### src/rtl/pth_pkg.sv
/*
  Shared constants for the packet task-file handshake: register offsets,
  field positions, phase codes, command codes and reset values.
  Assumes both ends and the bench import nothing and use pth_pkg::name.
*/
package pth_pkg;
  // Widths
  localparam int ADDR_W = 4;
  localparam int DATA_W = 16;
  localparam int REG_W  = 8;
  localparam int LEN_W  = 16;

  // Register offsets on the task-file address lines
  localparam logic [3:0] OFS_DATA     = 4'h0; // 16-bit PIO data window
  localparam logic [3:0] OFS_REASON   = 4'h2; // phase_reason, read only
  localparam logic [3:0] OFS_LEN_LO   = 4'h4; // transfer_length bits 7..0
  localparam logic [3:0] OFS_LEN_HI   = 4'h5; // transfer_length bits 15..8
  localparam logic [3:0] OFS_UNIT_SEL = 4'h6; // unit_select
  localparam logic [3:0] OFS_COMMAND  = 4'h7; // command, write only
  localparam logic [3:0] OFS_HOST_CTL = 4'he; // host_control, write only

  // Field positions
  localparam int REASON_COD_BIT     = 0; // command_or_data_flag
  localparam int REASON_IO_BIT      = 1; // transfer_direction_flag
  localparam int REASON_RELEASE_BIT = 2; // bus_released_flag
  localparam int UNIT_SEL_BIT       = 4; // device_select_bit
  localparam int CTL_INT_DIS_BIT    = 1; // interrupt_disable_bit
  localparam int CTL_SOFT_RST_BIT   = 2; // soft_reset_bit
  localparam int LEN_HI_LSB         = 8;

  // Reset values
  localparam logic [7:0]  REASON_RST   = 8'h00;
  localparam logic [7:0]  UNIT_SEL_RST = 8'h00;
  localparam logic [7:0]  HOST_CTL_RST = 8'h00;
  localparam logic [15:0] LEN_RST      = 16'h0000;

  // Bytes moved by one data-window access
  localparam logic [15:0] BYTES_PER_ACCESS = 16'h0002;

  // Command codes, arbitrary defaults
  localparam logic [7:0] CMD_PACKET = 8'ha0;
  localparam logic [7:0] CMD_RESET  = 8'h08;

  // Bus phases posted by the device core
  typedef enum logic [2:0] {
    PTH_PH_CMD_ACCEPT,
    PTH_PH_MESSAGE,
    PTH_PH_DATA_TO_HOST,
    PTH_PH_DATA_FROM_HOST,
    PTH_PH_STATUS
  } pth_phase_e;
endpackage : pth_pkg

### src/rtl/pth_bus_if.sv
/*
  Task-file bus between host adapter and packet device.
  Assumes one shared clock; tri-state drivers are resolved here to a
  pulled-down level, since the design files carry enables instead of Z.
*/
`timescale 1ns/1ps
interface pth_bus_if;
  logic [3:0]  addr;       // Register offset, host driven
  logic        wr;         // Write strobe, one cycle
  logic        rd;         // Read strobe, one cycle
  logic [15:0] wdata;      // Write data, host driven
  logic [15:0] rdata;      // Device read data
  logic        rdata_oe_n; // Low while the device drives rdata
  logic        intrq;      // Device interrupt value
  logic        intrq_oe_n; // Low while the device drives intrq
  logic [15:0] bus_rdata;  // Resolved data seen by the host
  logic        intrq_lvl;  // Resolved interrupt line seen by the host

  // Undriven lines read as low
  assign bus_rdata = rdata_oe_n ? 16'h0000 : rdata;
  assign intrq_lvl = intrq_oe_n ? 1'b0 : intrq;

  modport host (output addr, output wr, output rd, output wdata,
                input bus_rdata, input intrq_lvl);
  modport dev  (input addr, input wr, input rd, input wdata,
                output rdata, output rdata_oe_n, output intrq, output intrq_oe_n);
endinterface : pth_bus_if

### src/rtl/pth_dev_end.sv
/*
  Packet device end: task-file registers, phase posting with interrupt,
  PIO byte accounting, unit select, soft and command resets, and the
  interrupt line enable. Assumes the device core posts one phase at a time
  and presents read data ahead of each read strobe.
*/
`timescale 1ns/1ps
// Overview of operation
// - Sixteen-bit PIO length, low then high byte
// - Host loads length before packet command
// - Single-group commands: length is total size
// - Multi-burst commands: length is burst size
// - Device writes length, then raises interrupt
// - Length frozen while data request pending
// - Answer only when select bit matches number
// - Soft reset bit resets the device
// - Reset command also resets the device
// - Drive interrupt when enabled and selected
// - Otherwise interrupt line left undriven
module pth_dev_end #(
  parameter logic DEV_NUM = 1'b0
) (
  input  wire logic        clk_in,
  input  wire logic        soft_reset_bit_in,
  pth_bus_if.dev           bus,
  input  wire logic        phase_req_in,
  input  wire logic [2:0]  phase_sel_in,
  input  wire logic [15:0] phase_len_in,
  input  wire logic        phase_release_in,
  output logic             phase_ready_out,
  output logic             phase_done_out,
  output logic             drq_out,
  output logic [15:0]      host_len_out,
  output logic [15:0]      wr_data_out,
  output logic             wr_strobe_out,
  input  wire logic [15:0] rd_data_in,
  output logic             rd_strobe_out,
  output logic             packet_cmd_out,
  output logic             soft_reset_out,
  output logic             cmd_reset_out,
  output logic             selected_out
);
  logic [15:0] transfer_length;
  logic [7:0]  phase_reason;
  logic [7:0]  unit_select;
  logic [7:0]  host_control;
  logic [15:0] bytes_left;
  logic        drq;
  logic        irq_pend;
  logic        post;
  logic        post_drq;
  logic        sel;
  logic        wr_sel;
  logic        rd_sel;
  logic        cmd_rst;
  logic        phase_clr;
  logic        data_acc;
  logic        last_acc;
  logic [2:0]  ph_code;

  // Phase code to {direction, request, command/data}
  function automatic logic [2:0] phase_bits(input logic [2:0] ph);
    case (ph)
      pth_pkg::PTH_PH_CMD_ACCEPT:     phase_bits = 3'b011;
      pth_pkg::PTH_PH_MESSAGE:        phase_bits = 3'b111;
      pth_pkg::PTH_PH_DATA_TO_HOST:   phase_bits = 3'b110;
      pth_pkg::PTH_PH_DATA_FROM_HOST: phase_bits = 3'b010;
      pth_pkg::PTH_PH_STATUS:         phase_bits = 3'b101;
      default:                        phase_bits = 3'b101;
    endcase
  endfunction

  // Selection and decoded strobes
  assign sel       = (unit_select[pth_pkg::UNIT_SEL_BIT] == DEV_NUM);
  assign wr_sel    = bus.wr && sel;
  assign rd_sel    = bus.rd && sel;
  assign cmd_rst   = wr_sel && (bus.addr == pth_pkg::OFS_COMMAND)
                     && (bus.wdata[7:0] == pth_pkg::CMD_RESET);
  assign phase_clr = host_control[pth_pkg::CTL_SOFT_RST_BIT] || cmd_rst;
  assign data_acc  = drq && (bus.addr == pth_pkg::OFS_DATA)
                     && ((wr_sel && !phase_reason[pth_pkg::REASON_IO_BIT])
                      || (rd_sel && phase_reason[pth_pkg::REASON_IO_BIT]));
  assign last_acc  = data_acc && (bytes_left <= pth_pkg::BYTES_PER_ACCESS);
  assign ph_code   = phase_bits(phase_sel_in); // {direction, request, command/data}

  assign phase_ready_out = !drq && !post && !phase_clr;
  assign drq_out         = drq;
  assign host_len_out    = transfer_length;
  assign soft_reset_out  = host_control[pth_pkg::CTL_SOFT_RST_BIT];
  assign selected_out    = sel;

  // Shared registers: both units latch select and control writes
  always_ff @(posedge clk_in) begin
    if (soft_reset_bit_in) begin
      unit_select  <= pth_pkg::UNIT_SEL_RST;
      host_control <= pth_pkg::HOST_CTL_RST;
    end else begin
      if (bus.wr && bus.addr == pth_pkg::OFS_UNIT_SEL) begin
        unit_select <= bus.wdata[7:0];
      end
      if (bus.wr && bus.addr == pth_pkg::OFS_HOST_CTL) begin
        host_control <= bus.wdata[7:0];
      end
    end
  end

  // Byte count: host writes it only while no data request stands
  always_ff @(posedge clk_in) begin
    if (soft_reset_bit_in || phase_clr) begin
      transfer_length <= pth_pkg::LEN_RST;
    end else if (phase_req_in && phase_ready_out) begin
      transfer_length <= phase_len_in; // Set before the interrupt
    end else if (wr_sel && !drq && !post) begin // Frozen during request
      if (bus.addr == pth_pkg::OFS_LEN_LO) begin
        transfer_length[7:0] <= bus.wdata[7:0];
      end
      if (bus.addr == pth_pkg::OFS_LEN_HI) begin
        transfer_length[15:8] <= bus.wdata[7:0];
      end
    end
  end

  // Phase posting: reason and length land one cycle before interrupt
  always_ff @(posedge clk_in) begin
    if (soft_reset_bit_in || phase_clr) begin
      phase_reason <= pth_pkg::REASON_RST;
      post         <= 1'b0;
      post_drq     <= 1'b0;
    end else begin
      post <= phase_req_in && phase_ready_out;
      if (phase_req_in && phase_ready_out) begin
        phase_reason <= pth_pkg::REASON_RST;
        phase_reason[pth_pkg::REASON_IO_BIT]      <= ph_code[2];
        phase_reason[pth_pkg::REASON_COD_BIT]     <= ph_code[0];
        phase_reason[pth_pkg::REASON_RELEASE_BIT] <= phase_release_in;
        post_drq <= ph_code[1];
      end
    end
  end

  // Data request and remaining bytes; the counter is kept apart so the
  // visible count never moves during the request
  always_ff @(posedge clk_in) begin
    if (soft_reset_bit_in || phase_clr) begin
      drq            <= 1'b0;
      bytes_left     <= pth_pkg::LEN_RST;
      phase_done_out <= 1'b0;
    end else begin
      phase_done_out <= last_acc || (post && !post_drq);
      if (post) begin
        drq        <= post_drq && (transfer_length != pth_pkg::LEN_RST);
        bytes_left <= transfer_length;
      end else if (last_acc) begin
        drq        <= 1'b0;
        bytes_left <= pth_pkg::LEN_RST;
      end else if (data_acc) begin
        bytes_left <= bytes_left - pth_pkg::BYTES_PER_ACCESS;
      end
    end
  end

  // Interrupt pending: set by a post, cleared by reading the reason;
  // a post in the clearing cycle wins
  always_ff @(posedge clk_in) begin
    if (soft_reset_bit_in || phase_clr) begin
      irq_pend <= 1'b0;
    end else if (post) begin
      irq_pend <= 1'b1; // Raised after the count is in place
    end else if (rd_sel && bus.addr == pth_pkg::OFS_REASON) begin
      irq_pend <= 1'b0;
    end
  end

  // Interrupt line driver
  always_ff @(posedge clk_in) begin
    if (soft_reset_bit_in) begin
      bus.intrq      <= 1'b0;
      bus.intrq_oe_n <= 1'b1;
    end else begin
      bus.intrq      <= irq_pend;
      bus.intrq_oe_n <= host_control[pth_pkg::CTL_INT_DIS_BIT] || !sel;
    end
  end

  // Read answers, registered one cycle after the strobe
  always_ff @(posedge clk_in) begin
    if (soft_reset_bit_in) begin
      bus.rdata      <= 16'h0000;
      bus.rdata_oe_n <= 1'b1;
    end else begin
      bus.rdata_oe_n <= 1'b1;
      bus.rdata      <= 16'h0000;
      if (rd_sel) begin // Unselected unit never drives
        bus.rdata_oe_n <= 1'b0;
        case (bus.addr)
          pth_pkg::OFS_DATA:     bus.rdata <= data_acc ? rd_data_in : 16'h0000;
          pth_pkg::OFS_REASON:   bus.rdata <= {8'h00, phase_reason};
          pth_pkg::OFS_LEN_LO:   bus.rdata <= {8'h00, transfer_length[7:0]};
          pth_pkg::OFS_LEN_HI:   bus.rdata <= {8'h00, transfer_length[15:8]};
          pth_pkg::OFS_UNIT_SEL: bus.rdata <= {8'h00, unit_select};
          default:               bus.rdata_oe_n <= 1'b1;
        endcase
      end
    end
  end

  // Core-side strobes and write data
  always_ff @(posedge clk_in) begin
    if (soft_reset_bit_in) begin
      wr_data_out    <= 16'h0000;
      wr_strobe_out  <= 1'b0;
      rd_strobe_out  <= 1'b0;
      packet_cmd_out <= 1'b0;
      cmd_reset_out  <= 1'b0;
    end else begin
      wr_strobe_out  <= data_acc && bus.wr;
      rd_strobe_out  <= data_acc && bus.rd;
      packet_cmd_out <= wr_sel && (bus.addr == pth_pkg::OFS_COMMAND)
                        && (bus.wdata[7:0] == pth_pkg::CMD_PACKET);
      cmd_reset_out  <= cmd_rst;
      if (data_acc && bus.wr) begin
        wr_data_out <= bus.wdata;
      end
    end
  end
endmodule // pth_dev_end

### src/flat_wrapper.sv
// flat-port wrapper written by rule: the top's interface ports become plain ports
module pth_dev_end_flat 
#(
  parameter logic DEV_NUM = 1'b0
)
  (clk_in, soft_reset_bit_in, phase_req_in, phase_sel_in, phase_len_in, phase_release_in, phase_ready_out, phase_done_out, drq_out, host_len_out, wr_data_out, wr_strobe_out, rd_data_in, rd_strobe_out, packet_cmd_out, soft_reset_out, cmd_reset_out, selected_out, bus_addr, bus_wr, bus_rd, bus_wdata, bus_rdata, bus_rdata_oe_n, bus_intrq, bus_intrq_oe_n);
  pth_bus_if bus_i ();
  input  wire logic clk_in;
  input  wire logic soft_reset_bit_in;
  input  wire logic phase_req_in;
  input  wire logic [2:0] phase_sel_in;
  input  wire logic [15:0] phase_len_in;
  input  wire logic phase_release_in;
  output logic phase_ready_out;
  output logic phase_done_out;
  output logic drq_out;
  output logic [15:0] host_len_out;
  output logic [15:0] wr_data_out;
  output logic wr_strobe_out;
  input  wire logic [15:0] rd_data_in;
  output logic rd_strobe_out;
  output logic packet_cmd_out;
  output logic soft_reset_out;
  output logic cmd_reset_out;
  output logic selected_out;
  input wire logic [$bits(bus_i.addr)-1:0] bus_addr;
  input wire logic [$bits(bus_i.wr)-1:0] bus_wr;
  input wire logic [$bits(bus_i.rd)-1:0] bus_rd;
  input wire logic [$bits(bus_i.wdata)-1:0] bus_wdata;
  output wire logic [$bits(bus_i.rdata)-1:0] bus_rdata;
  output wire logic [$bits(bus_i.rdata_oe_n)-1:0] bus_rdata_oe_n;
  output wire logic [$bits(bus_i.intrq)-1:0] bus_intrq;
  output wire logic [$bits(bus_i.intrq_oe_n)-1:0] bus_intrq_oe_n;
  assign bus_i.addr = bus_addr;
  assign bus_i.wr = bus_wr;
  assign bus_i.rd = bus_rd;
  assign bus_i.wdata = bus_wdata;
  assign bus_rdata = bus_i.rdata;
  assign bus_rdata_oe_n = bus_i.rdata_oe_n;
  assign bus_intrq = bus_i.intrq;
  assign bus_intrq_oe_n = bus_i.intrq_oe_n;
  pth_dev_end #(.DEV_NUM(DEV_NUM)) u_core (.clk_in(clk_in), .soft_reset_bit_in(soft_reset_bit_in), .bus(bus_i), .phase_req_in(phase_req_in), .phase_sel_in(phase_sel_in), .phase_len_in(phase_len_in), .phase_release_in(phase_release_in), .phase_ready_out(phase_ready_out), .phase_done_out(phase_done_out), .drq_out(drq_out), .host_len_out(host_len_out), .wr_data_out(wr_data_out), .wr_strobe_out(wr_strobe_out), .rd_data_in(rd_data_in), .rd_strobe_out(rd_strobe_out), .packet_cmd_out(packet_cmd_out), .soft_reset_out(soft_reset_out), .cmd_reset_out(cmd_reset_out), .selected_out(selected_out));
endmodule
### config.mk
export PLATFORM = sky130hd
export DESIGN_NAME = pth_dev_end_flat
export DESIGN_NICKNAME = d
export VERILOG_FILES = /design/src/rtl/pth_pkg.sv /design/src/rtl/pth_bus_if.sv /design/src/rtl/pth_dev_end.sv /design/src/flat_wrapper.sv
export SDC_FILE = /design/constraint.sdc
export NUM_CORES = 1
export LEC_CHECK = 0
export ABC_AREA = 1
export BUFFER_PORTS_ARGS = -buffer_cell sky130_fd_sc_hd__buf_2
export CORE_MARGIN = 4
export CORE_UTILIZATION = 35
export CTS_BUF_LIST = sky130_fd_sc_hd__clkbuf_4
export DETAILED_ROUTE_END_ITERATION = 8
export HOLD_SLACK_MARGIN = 0.08
export PLACE_DENSITY = 0.67
export SYNTH_ARGS = -nofsm -noshare
export SYNTH_HDL_FRONTEND = slang
export SYNTH_SLANG_ARGS = --single-unit
### constraint.sdc
create_clock -name clk_in -period 1.8 [get_ports clk_in]
set_clock_uncertainty 0.05 [all_clocks]
set_input_delay 0.27 -clock clk_in [delete_from_list [all_inputs] [get_ports clk_in]]
set_output_delay 0.27 -clock clk_in [all_outputs]
set_load 0.05 [all_outputs]
==> impl_results.md, run 1 <==
* I/O pin count at 121
* Number of buffers added by the clock tree synthesis step at 9
* Worst Reg2Reg Path Length in Cells at 10
* IO buf count at 120
* Launch instance of the worst register-to-register path: u_core.unit_select[4]$_SDFFE_PP0P_
* Static leakage at 2.729 nW
* Full die area at 14,170 um2
* Post-route standard cell area excluding fillers at 5909 um2
* First-pass iteration count of the detailed router at 4
* Critical path's slowest cell: sky130_fd_sc_hd__dfxtp_2
* Number of fillers in the final layout at 1,215
* Peak supply drop at 0.0003231 V
* Tightest hold margin at 0.1037 ns
* Switching share of power at 33.68%
* Number of cells produced by synthesis at 592
* Number of maximum-capacitance violations at 0
* Number of placement rows at 40
* Biggest fanout along the worst timing path at 2
* Share of power burned in the clock network at 29.8%
* Sum of negative setup slack at 0 ns
* Clk slew on worst S/H paths at 0.18 ns
* Library cells used by synthesis at 34
* Max-slew violation total from the final report at 0
* Overall via count from detail_route at 4,576
* Via count of the first global-routing pass at 4,282
* Total net switching power at 1.448 mW
* Sequential share of the synthesized area at 41.28%
* Overflow after GRT at 0
* Type of the most critical hold path: in2reg
* Max H-tree Level at 3
* HPWL reported at the end of detailed placement at 10.02 mm
* Final-stage net count at 840
* Met2 global-route usage at 31.19%
* Mapped cell area at 4317 um2
* Part of the total power dissipated in combinational logic at 21.2%
* Clock latency on the worst-skew pair at 0.50 ns
* CP Launch Point: u_core.unit_select[4]$_SDFFE_PP0P_
* Count of warnings emitted by yosys at 0
* Internal power component at 2.852 mW
* Critical setup path kind: reg2out
* Clk Tree Root Cell: sky130_fd_sc_hd__clkbuf_4
* Ratio of routed vias to standard cells at 4.807
* Global-route layer with the greatest usage: met2
* Worst slew slack as a fraction of its limit at 75.74%
* List of cells traversed by the critical path: inv_4, nand3_4, nor2_4, nand2_2, and3_4, buf_8
* Setup slack after layout at 0.001377 ns
* RSZ-0062 raised after global routing: yes
* Hold Violations, Final at 0
* Wire length of the first global-routing pass at 22.30 mm
* Power per Cell Area at 727.6 nW/um2
* Destination of the worst register-to-register timing path: u_core.bytes_left[7]$_SDFFE_PP0N_
* Largest net degree at the start of global routing at 21
* Startpoint type of the worst setup path: flop
* Setup slack of the most critical reg-to-reg path at 0.09 ns
* Worst EP required at 1.48 ns
* Number of clock sinks at 89
* Initial Util at 35.79%
* Arrival @ worst endpoint at 1.48 ns
* Area delta synth->final at 36.90%
* Total nets after synthesis at 654
* WL final at 14.00 mm
* Min cycle time layout at 1.799 ns
* Average wire per standard cell at 14.71 um
* Highest cell delay on the worst timing path at 0.37 ns
* Highest attainable clock frequency at 556.0 MHz
* TritonCTS clock tree: built
* Worst setup slack before clock tree synthesis at 0.07067 ns
* Core Area at 12,060 um2
* Slew at the pin with the worst max-slew slack at 0.3633 ns
* Initial DRC Count at 336
* Number of antenna violations at the first check in global routing at 1
* Most common library cell in the layout ignoring fill and taps: sky130_fd_sc_hd__buf_2
* Register bit total from synthesis at 89
* Longest Clk Path Bufs at 2
* Most used cells in the layout excluding fill and tap cells: 119 x sky130_fd_sc_hd__buf_2, 95 x sky130_fd_sc_hd__nand2_1, 87 x sky130_fd_sc_hd__dfxtp_1, 85 x sky130_fd_sc_hd__nor2_1, 54 x sky130_fd_sc_hd__inv_1
* Global-route met1 utilization at 26.57%
* Outcome: complete, no violations
* Number of nets with antenna violations after routing at 0
* Ratio of cells with drive above 1 in the final layout at 30.01%
* DIE HEIGHT at 119.1 um
* Per-instance average area after synthesis at 7.292 um2
* Met3 usage at 4.368%
* Register share of total power at 49.0%
* Setup violations, final at 0
* Placer congestion estimate at 0.8433
* Remaining DRCs at 0
* CP Capture Type: output port
* Total Power at 4.300 mW
* Die width at 119.1 um
* Capture point of the critical path: phase_ready_out
* Final worst path period share at 99.92%
* Post-Place Cell Area at 5162 um2
* Overall track demand over capacity in global routing at 19.74%
## power groups by stage
stage               clock network, mW  logic (mW)  registers [mW]
floorplan                           0       0.455            2.23
global placement                    0       0.800            2.15
detailed placement                  0       0.801            2.15
CTS                              1.32       0.892            2.11
global route                     1.39        1.00            2.12
finish                           1.28       0.910            2.11
## sequential cells by signal, indices dropped and copies added, names as in the netlist
signal                 flops
u_core.wr_strobe_out       1
u_core.bus.rdata_oe_n      1
u_core.bytes_left         16
u_core.cmd_reset_out       1
u_core.rd_strobe_out       1
u_core.phase_done_out      1
u_core.host_control        2
u_core.irq_pend            1
u_core.bus.rdata          16
u_core.wr_data_out        16
u_core.bus.intrq           1
u_core.drq_out             1
u_core.post_drq            1
u_core.post                1
u_core.packet_cmd_out      1
u_core.host_len_out       16
u_core.phase_reason        3
u_core.unit_select         8
u_core.bus.intrq_oe_n      1
## cells in the mapped netlist (all sizes together)
cell type  instances  area (um2)
a21oi             43       226.5
a31oi              6       37.54
and3               2       12.51
buf               17       135.1
clkbuf             7       26.28
clkinv             2       7.510
dfxtp             89        1782
ha                 1       12.51
inv               70       262.8
nand2            102       400.4
nand3             70       452.9
nand4             26       168.9
nor2              97       421.7
nor3               1       5.000
nor4               3       18.77
o21ai             36       191.4
o22ai              8       50.05
xnor2              1       8.760
xor2              11       96.34
## final cells by class
class	count	area [um2]	area share [%]
antenna	1	2.502	0.04235
clock buffer	9	67.56	1.143
clock inverter	7	95.09	1.609
inverter	72	274.0	4.637
multi-input combinational	407	2133	36.10
sequential	89	1784	30.19
tap	168	210.2	3.557
timing repair buffer	199	1343	22.72
## what timing repair did
action | 4_1_cts | 5_1_grt
resized for setup | 6 | 16
setup buffers | 4 | 3
hold buffers | 46 | 0
endpoints found under the hold margin | 53 | 0
pin swaps | 2 | 2
endpoints found under the setup margin | 1 | 31
## worst max-delay path: cells and delay by family, from the launching register on
family | cells | cell delay, ns
and+or+nand+nor | 4 | 0.41
DFF | 1 | 0.37
buffers and inverters | 2 | 0.21
## cells by family (layout without fill, tap and decap cells)
kind of cell               count (synthesis)  in the layout  share of synthesized area [%]
adders and majority gates                  1              1                         0.2898
and+or+nand+nor                          301            301                          34.29
buffers and inverters                     96            287                          10.00
xor gates and xnor gates                  12             12                          2.435
DFF                                       89             89                          41.28
other                                      0              1                              0
AOI/OAI and AO/OA                         93             93                          11.71
## worst min path at each step
stage | from | endpoint | slack, ns | cells past startpoint
3_3_place_gp | u_core.irq_pend$_SDFFE_PP0P_ | u_core.bus.intrq$_SDFF_PP0_ | 0.37 | 2
6_report | bus_wdata[0] | u_core.host_len_out[8]$_SDFFE_PP0P_ | 0.10 | 5
5_1_grt | phase_len_in[1] | u_core.host_len_out[1]$_SDFFE_PP0P_ | 0.11 | 5
2_1_floorplan | phase_sel_in[1] | u_core.phase_reason[0]$_SDFFE_PP0P_ | 0.31 | 1
3_5_place_dp | u_core.irq_pend$_SDFFE_PP0P_ | u_core.bus.intrq$_SDFF_PP0_ | 0.37 | 2
4_1_cts | phase_sel_in[0] | u_core.phase_reason[1]$_SDFFE_PP0P_ | 0.08 | 4
## per-layer routing
layer | wire length, um | vias up | part of all wire (%)
met3 | 860 | 24 | 6.1
met1 | 6472 | 2096 | 46
met4 | 301 | 0 | 2.1
li1 | - | 2319 | -
met2 | 6369 | 137 | 45
met5 | 0 | - | 0
## per-stage QoR
| step | utilization [%] | cells |
|---|---|---|
| floorplan | - | 592 |
| global placement | 42.80 | 882 |
| detailed placement | 42.80 | 882 |
| CTS | 48.36 | 948 |
| global route | 48.99 | 952 |
| finish | 48.99 | 952 |
Note: power is estimated with default switching activity, not from simulation.
==> inputs of run 2 (changes only) <==
- CORE_UTILIZATION: 35 -> 54
- PLACE_DENSITY: 0.67 -> 0.92
==> run 2 against run 1 <==
The flow now finishes with violations (setup timing). Clock-buffer cell count unchanged. Worst setup slack got worse by 0.010 ns. Non-clock buffer count decreased by 20. Final cell count decreased by 9.0%. Largest power group unchanged.
==> impl_results.md, run 2 (synthesis gave the netlist of run 1 again) <==
* Max-slew violation total from the final report at 0 (unchanged)
* Final worst path period share at 100.5% (was 99.92%)
* Failing checks: setup timing
* Tightest hold margin at 0.1116 ns (was 0.1037 ns)
* Die width at 97.41 um (was 119.1 um)
* Largest net degree at the start of global routing at 39 (was 21)
* Ratio of routed vias to standard cells at 5.723 (was 4.807)
* Post-Place Cell Area at 5032 um2 (was 5162 um2)
* Min cycle time layout at 1.809 ns (was 1.799 ns)
* Initial DRC Count at 501 (was 336)
* CP Launch Point: u_core.unit_select[4]$_SDFFE_PP0P_ (unchanged)
* Initial Util at 55.57% (was 35.79%)
* Clock latency on the worst-skew pair at 0.46 ns (was 0.50 ns)
* Worst slew slack as a fraction of its limit at 76.87% (was 75.74%)
* Slew at the pin with the worst max-slew slack at 0.3464 ns (was 0.3633 ns)
* Worst Reg2Reg Path Length in Cells at 9 (was 10)
* Post-route standard cell area excluding fillers at 5629 um2 (was 5909 um2)
* CP Capture Type: output port (unchanged)
* List of cells traversed by the critical path: inv_2, nand3_4, nor2_4, nand2_2, and3_4, buf_8 (was inv_4, nand3_4, nor2_4, nand2_2, and3_4, buf_8)
* Area delta synth->final at 30.41% (was 36.90%)
* Most common library cell in the layout ignoring fill and taps: sky130_fd_sc_hd__buf_2 (unchanged)
* Worst EP required at 1.48 ns (about the same)
* Outcome: finished with violations (was complete, no violations)
* Share of power burned in the clock network at 29.4% (was 29.8%)
* WL final at 14.69 mm (was 14.00 mm)
* Critical setup path kind: reg2out (unchanged)
* I/O pin count at 121 (unchanged)
* Wire length of the first global-routing pass at 23.28 mm (was 22.30 mm)
* Clk Tree Root Cell: sky130_fd_sc_hd__clkbuf_4 (unchanged)
* Setup violations, final at 1 (was 0)
* Startpoint type of the worst setup path: flop (unchanged)
* TritonCTS clock tree: built (unchanged)
* First-pass iteration count of the detailed router at 6 (was 4)
* Static leakage at 2.641 nW (was 2.729 nW)
* Remaining DRCs at 0 (unchanged)
* Setup slack after layout at -0.008875 ns (was 0.001377 ns)
* IO buf count at 120 (unchanged)
* Number of standard cells in the final layout excluding fillers at 866 (was 952)
* Register share of total power at 49.5% (was 49.0%)
* Placer congestion estimate at 0.9315 (was 0.8433)
* Power per Cell Area at 755.9 nW/um2 (was 727.6 nW/um2)
* Number of clock sinks at 89 (unchanged)
* Capture point of the critical path: phase_ready_out (unchanged)
* Via count of the first global-routing pass at 4,812 (was 4,282)
* Final-stage net count at 820 (was 840)
* Average wire per standard cell at 16.96 um (was 14.71 um)
* Number of maximum-capacitance violations at 0 (unchanged)
* RSZ-0062 raised after global routing: yes (unchanged)
* Overflow after GRT at 0 (unchanged)
* Biggest fanout along the worst timing path at 2 (unchanged)
* Type of the most critical hold path: in2reg (unchanged)
* Peak supply drop at 0.0004729 V (was 0.0003231 V)
* Total net switching power at 1.428 mW (was 1.448 mW)
* Number of placement rows at 32 (was 40)
* Arrival @ worst endpoint at 1.49 ns (was 1.48 ns)
* Part of the total power dissipated in combinational logic at 21.1% (was 21.2%)
* Number of antenna violations at the first check in global routing at 0 (was 1)
* DIE HEIGHT at 97.41 um (was 119.1 um)
* Number of nets with antenna violations after routing at 0 (unchanged)
* Highest attainable clock frequency at 552.8 MHz (was 556.0 MHz)
* Setup slack of the most critical reg-to-reg path at 0.03 ns (was 0.09 ns)
* Internal power component at 2.827 mW (was 2.852 mW)
* Most used cells in the layout excluding fill and tap cells: 119 x sky130_fd_sc_hd__buf_2, 95 x sky130_fd_sc_hd__nand2_1, 88 x sky130_fd_sc_hd__dfxtp_1, 85 x sky130_fd_sc_hd__nor2_1, 54 x sky130_fd_sc_hd__inv_1 (was 119 x sky130_fd_sc_hd__buf_2, 95 x sky130_fd_sc_hd__nand2_1, 87 x sky130_fd_sc_hd__dfxtp_1, 85 x sky130_fd_sc_hd__nor2_1, 54 x sky130_fd_sc_hd__inv_1)
* Overall track demand over capacity in global routing at 29.99% (was 19.74%)
* Longest Clk Path Bufs at 2 (unchanged)
* Overall via count from detail_route at 4,956 (was 4,576)
* Highest cell delay on the worst timing path at 0.36 ns (was 0.37 ns)
* Launch instance of the worst register-to-register path: u_core.unit_select[4]$_SDFFE_PP0P_ (unchanged)
* Full die area at 9488 um2 (was 14,170 um2)
* HPWL reported at the end of detailed placement at 9.731 mm (was 10.02 mm)
* Core Area at 7767 um2 (was 12,060 um2)
* Number of fillers in the final layout at 563 (was 1,215)
* Ratio of cells with drive above 1 in the final layout at 29.62% (was 30.01%)
* Clk slew on worst S/H paths at 0.18 ns (about the same)
* Max H-tree Level at 3 (unchanged)
* Destination of the worst register-to-register timing path: u_core.bytes_left[4]$_SDFFE_PP0N_ (was u_core.bytes_left[7]$_SDFFE_PP0N_)
* Placed instance count at 808 (was 882)
* Number of buffers added by the clock tree synthesis step at 9 (unchanged)
* Switching share of power at 33.56% (was 33.68%)
* Critical path's slowest cell: sky130_fd_sc_hd__dfxtp_2 (unchanged)
* Hold Violations, Final at 0 (unchanged)
==> run 2: worst min path at each step <==
| stage | depth (start not counted) | end | from | slack, ns |
|---|---|---|---|---|
| 3_5_place_dp | 2 | u_core.bus.intrq$_SDFF_PP0_ | u_core.irq_pend$_SDFFE_PP0P_ | 0.37 |
| 6_report | 3 | u_core.wr_data_out[0]$_SDFFE_PP0P_ | bus_wdata[0] | 0.11 |
| 4_1_cts | 3 | u_core.packet_cmd_out$_SDFF_PP0_ | bus_addr[1] | 0.09 |
| 3_3_place_gp | 2 | u_core.bus.intrq$_SDFF_PP0_ | u_core.irq_pend$_SDFFE_PP0P_ | 0.36 |
| 5_1_grt | 3 | u_core.phase_reason[2]$_SDFFE_PP0P_ | phase_release_in | 0.10 |
| 2_1_floorplan | 1 | u_core.phase_reason[0]$_SDFFE_PP0P_ | phase_sel_in[1] | 0.31 |
==> run 2: repair_timing <==
action                     in CTS  in global routing
pin swaps                       2                  2
setup endpoints to repair       1                 40
setup buffers                   2                  7
resized for setup               6                 12
hold buffers                   32                  0
hold endpoints to repair       35                  0
==> run 2: power groups by stage <==
stage          sequential (mW)  combinational (mW)  clock (mW)
2_1_floorplan             2.23               0.455           0
3_5_place_dp              2.14               0.790           0
5_1_grt                   2.11               0.972        1.34
6_report                  2.11               0.896        1.25
4_1_cts                   2.10               0.856        1.25
3_3_place_gp              2.14               0.767           0
==> run 2: through the flow <==
stage / power (mW) / utilization [%] / TNS [ns] / setup WS [ns]
after floorplan: 2.680 / - / 0 / 0.03832
after global placement: 2.908 / 64.79 / 0 / 0.08685
after detailed placement: 2.933 / 64.79 / 0 / 0.02788
after CTS: 4.202 / 71.42 / -0.0007283 / -0.0007283
after global routing: 4.425 / 72.44 / -0.2602 / -0.07880
final: 4.255 / 72.47 / -0.008875 / -0.008875
==> run 2: layer usage <==
| metal | routed length [um] | global-route usage, % | share of wire, % | up-vias |
|---|---|---|---|---|
| li1 | - | - | - | 2280 |
| met1 | 5395 | 37.54 | 37 | 2255 |
| met2 | 7068 | 50.76 | 48 | 355 |
| met3 | 1613 | 5.240 | 11 | 66 |
| met4 | 610 | 12.57 | 4.2 | 0 |
| met5 | 0 | 0 | 0 | - |
==> run 2: layout make-up <==
class	instances	area, um2	area share, %
clock buffers	9	67.56	1.200
multi-input cells	407	2126	37.76
clock inverters	7	95.09	1.689
repair buffers	179	1150	20.43
flip-flops and latches	89	1783	31.67
well taps	102	127.6	2.267
inverters	72	277.8	4.934
diodes	1	2.502	0.04445
==> run 2: worst max-delay path, delay by kind of cell, from the launching register on <==
family        cells  cell delay, ns
buf+inv           2            0.22
flops             1            0.36
simple gates      4            0.45
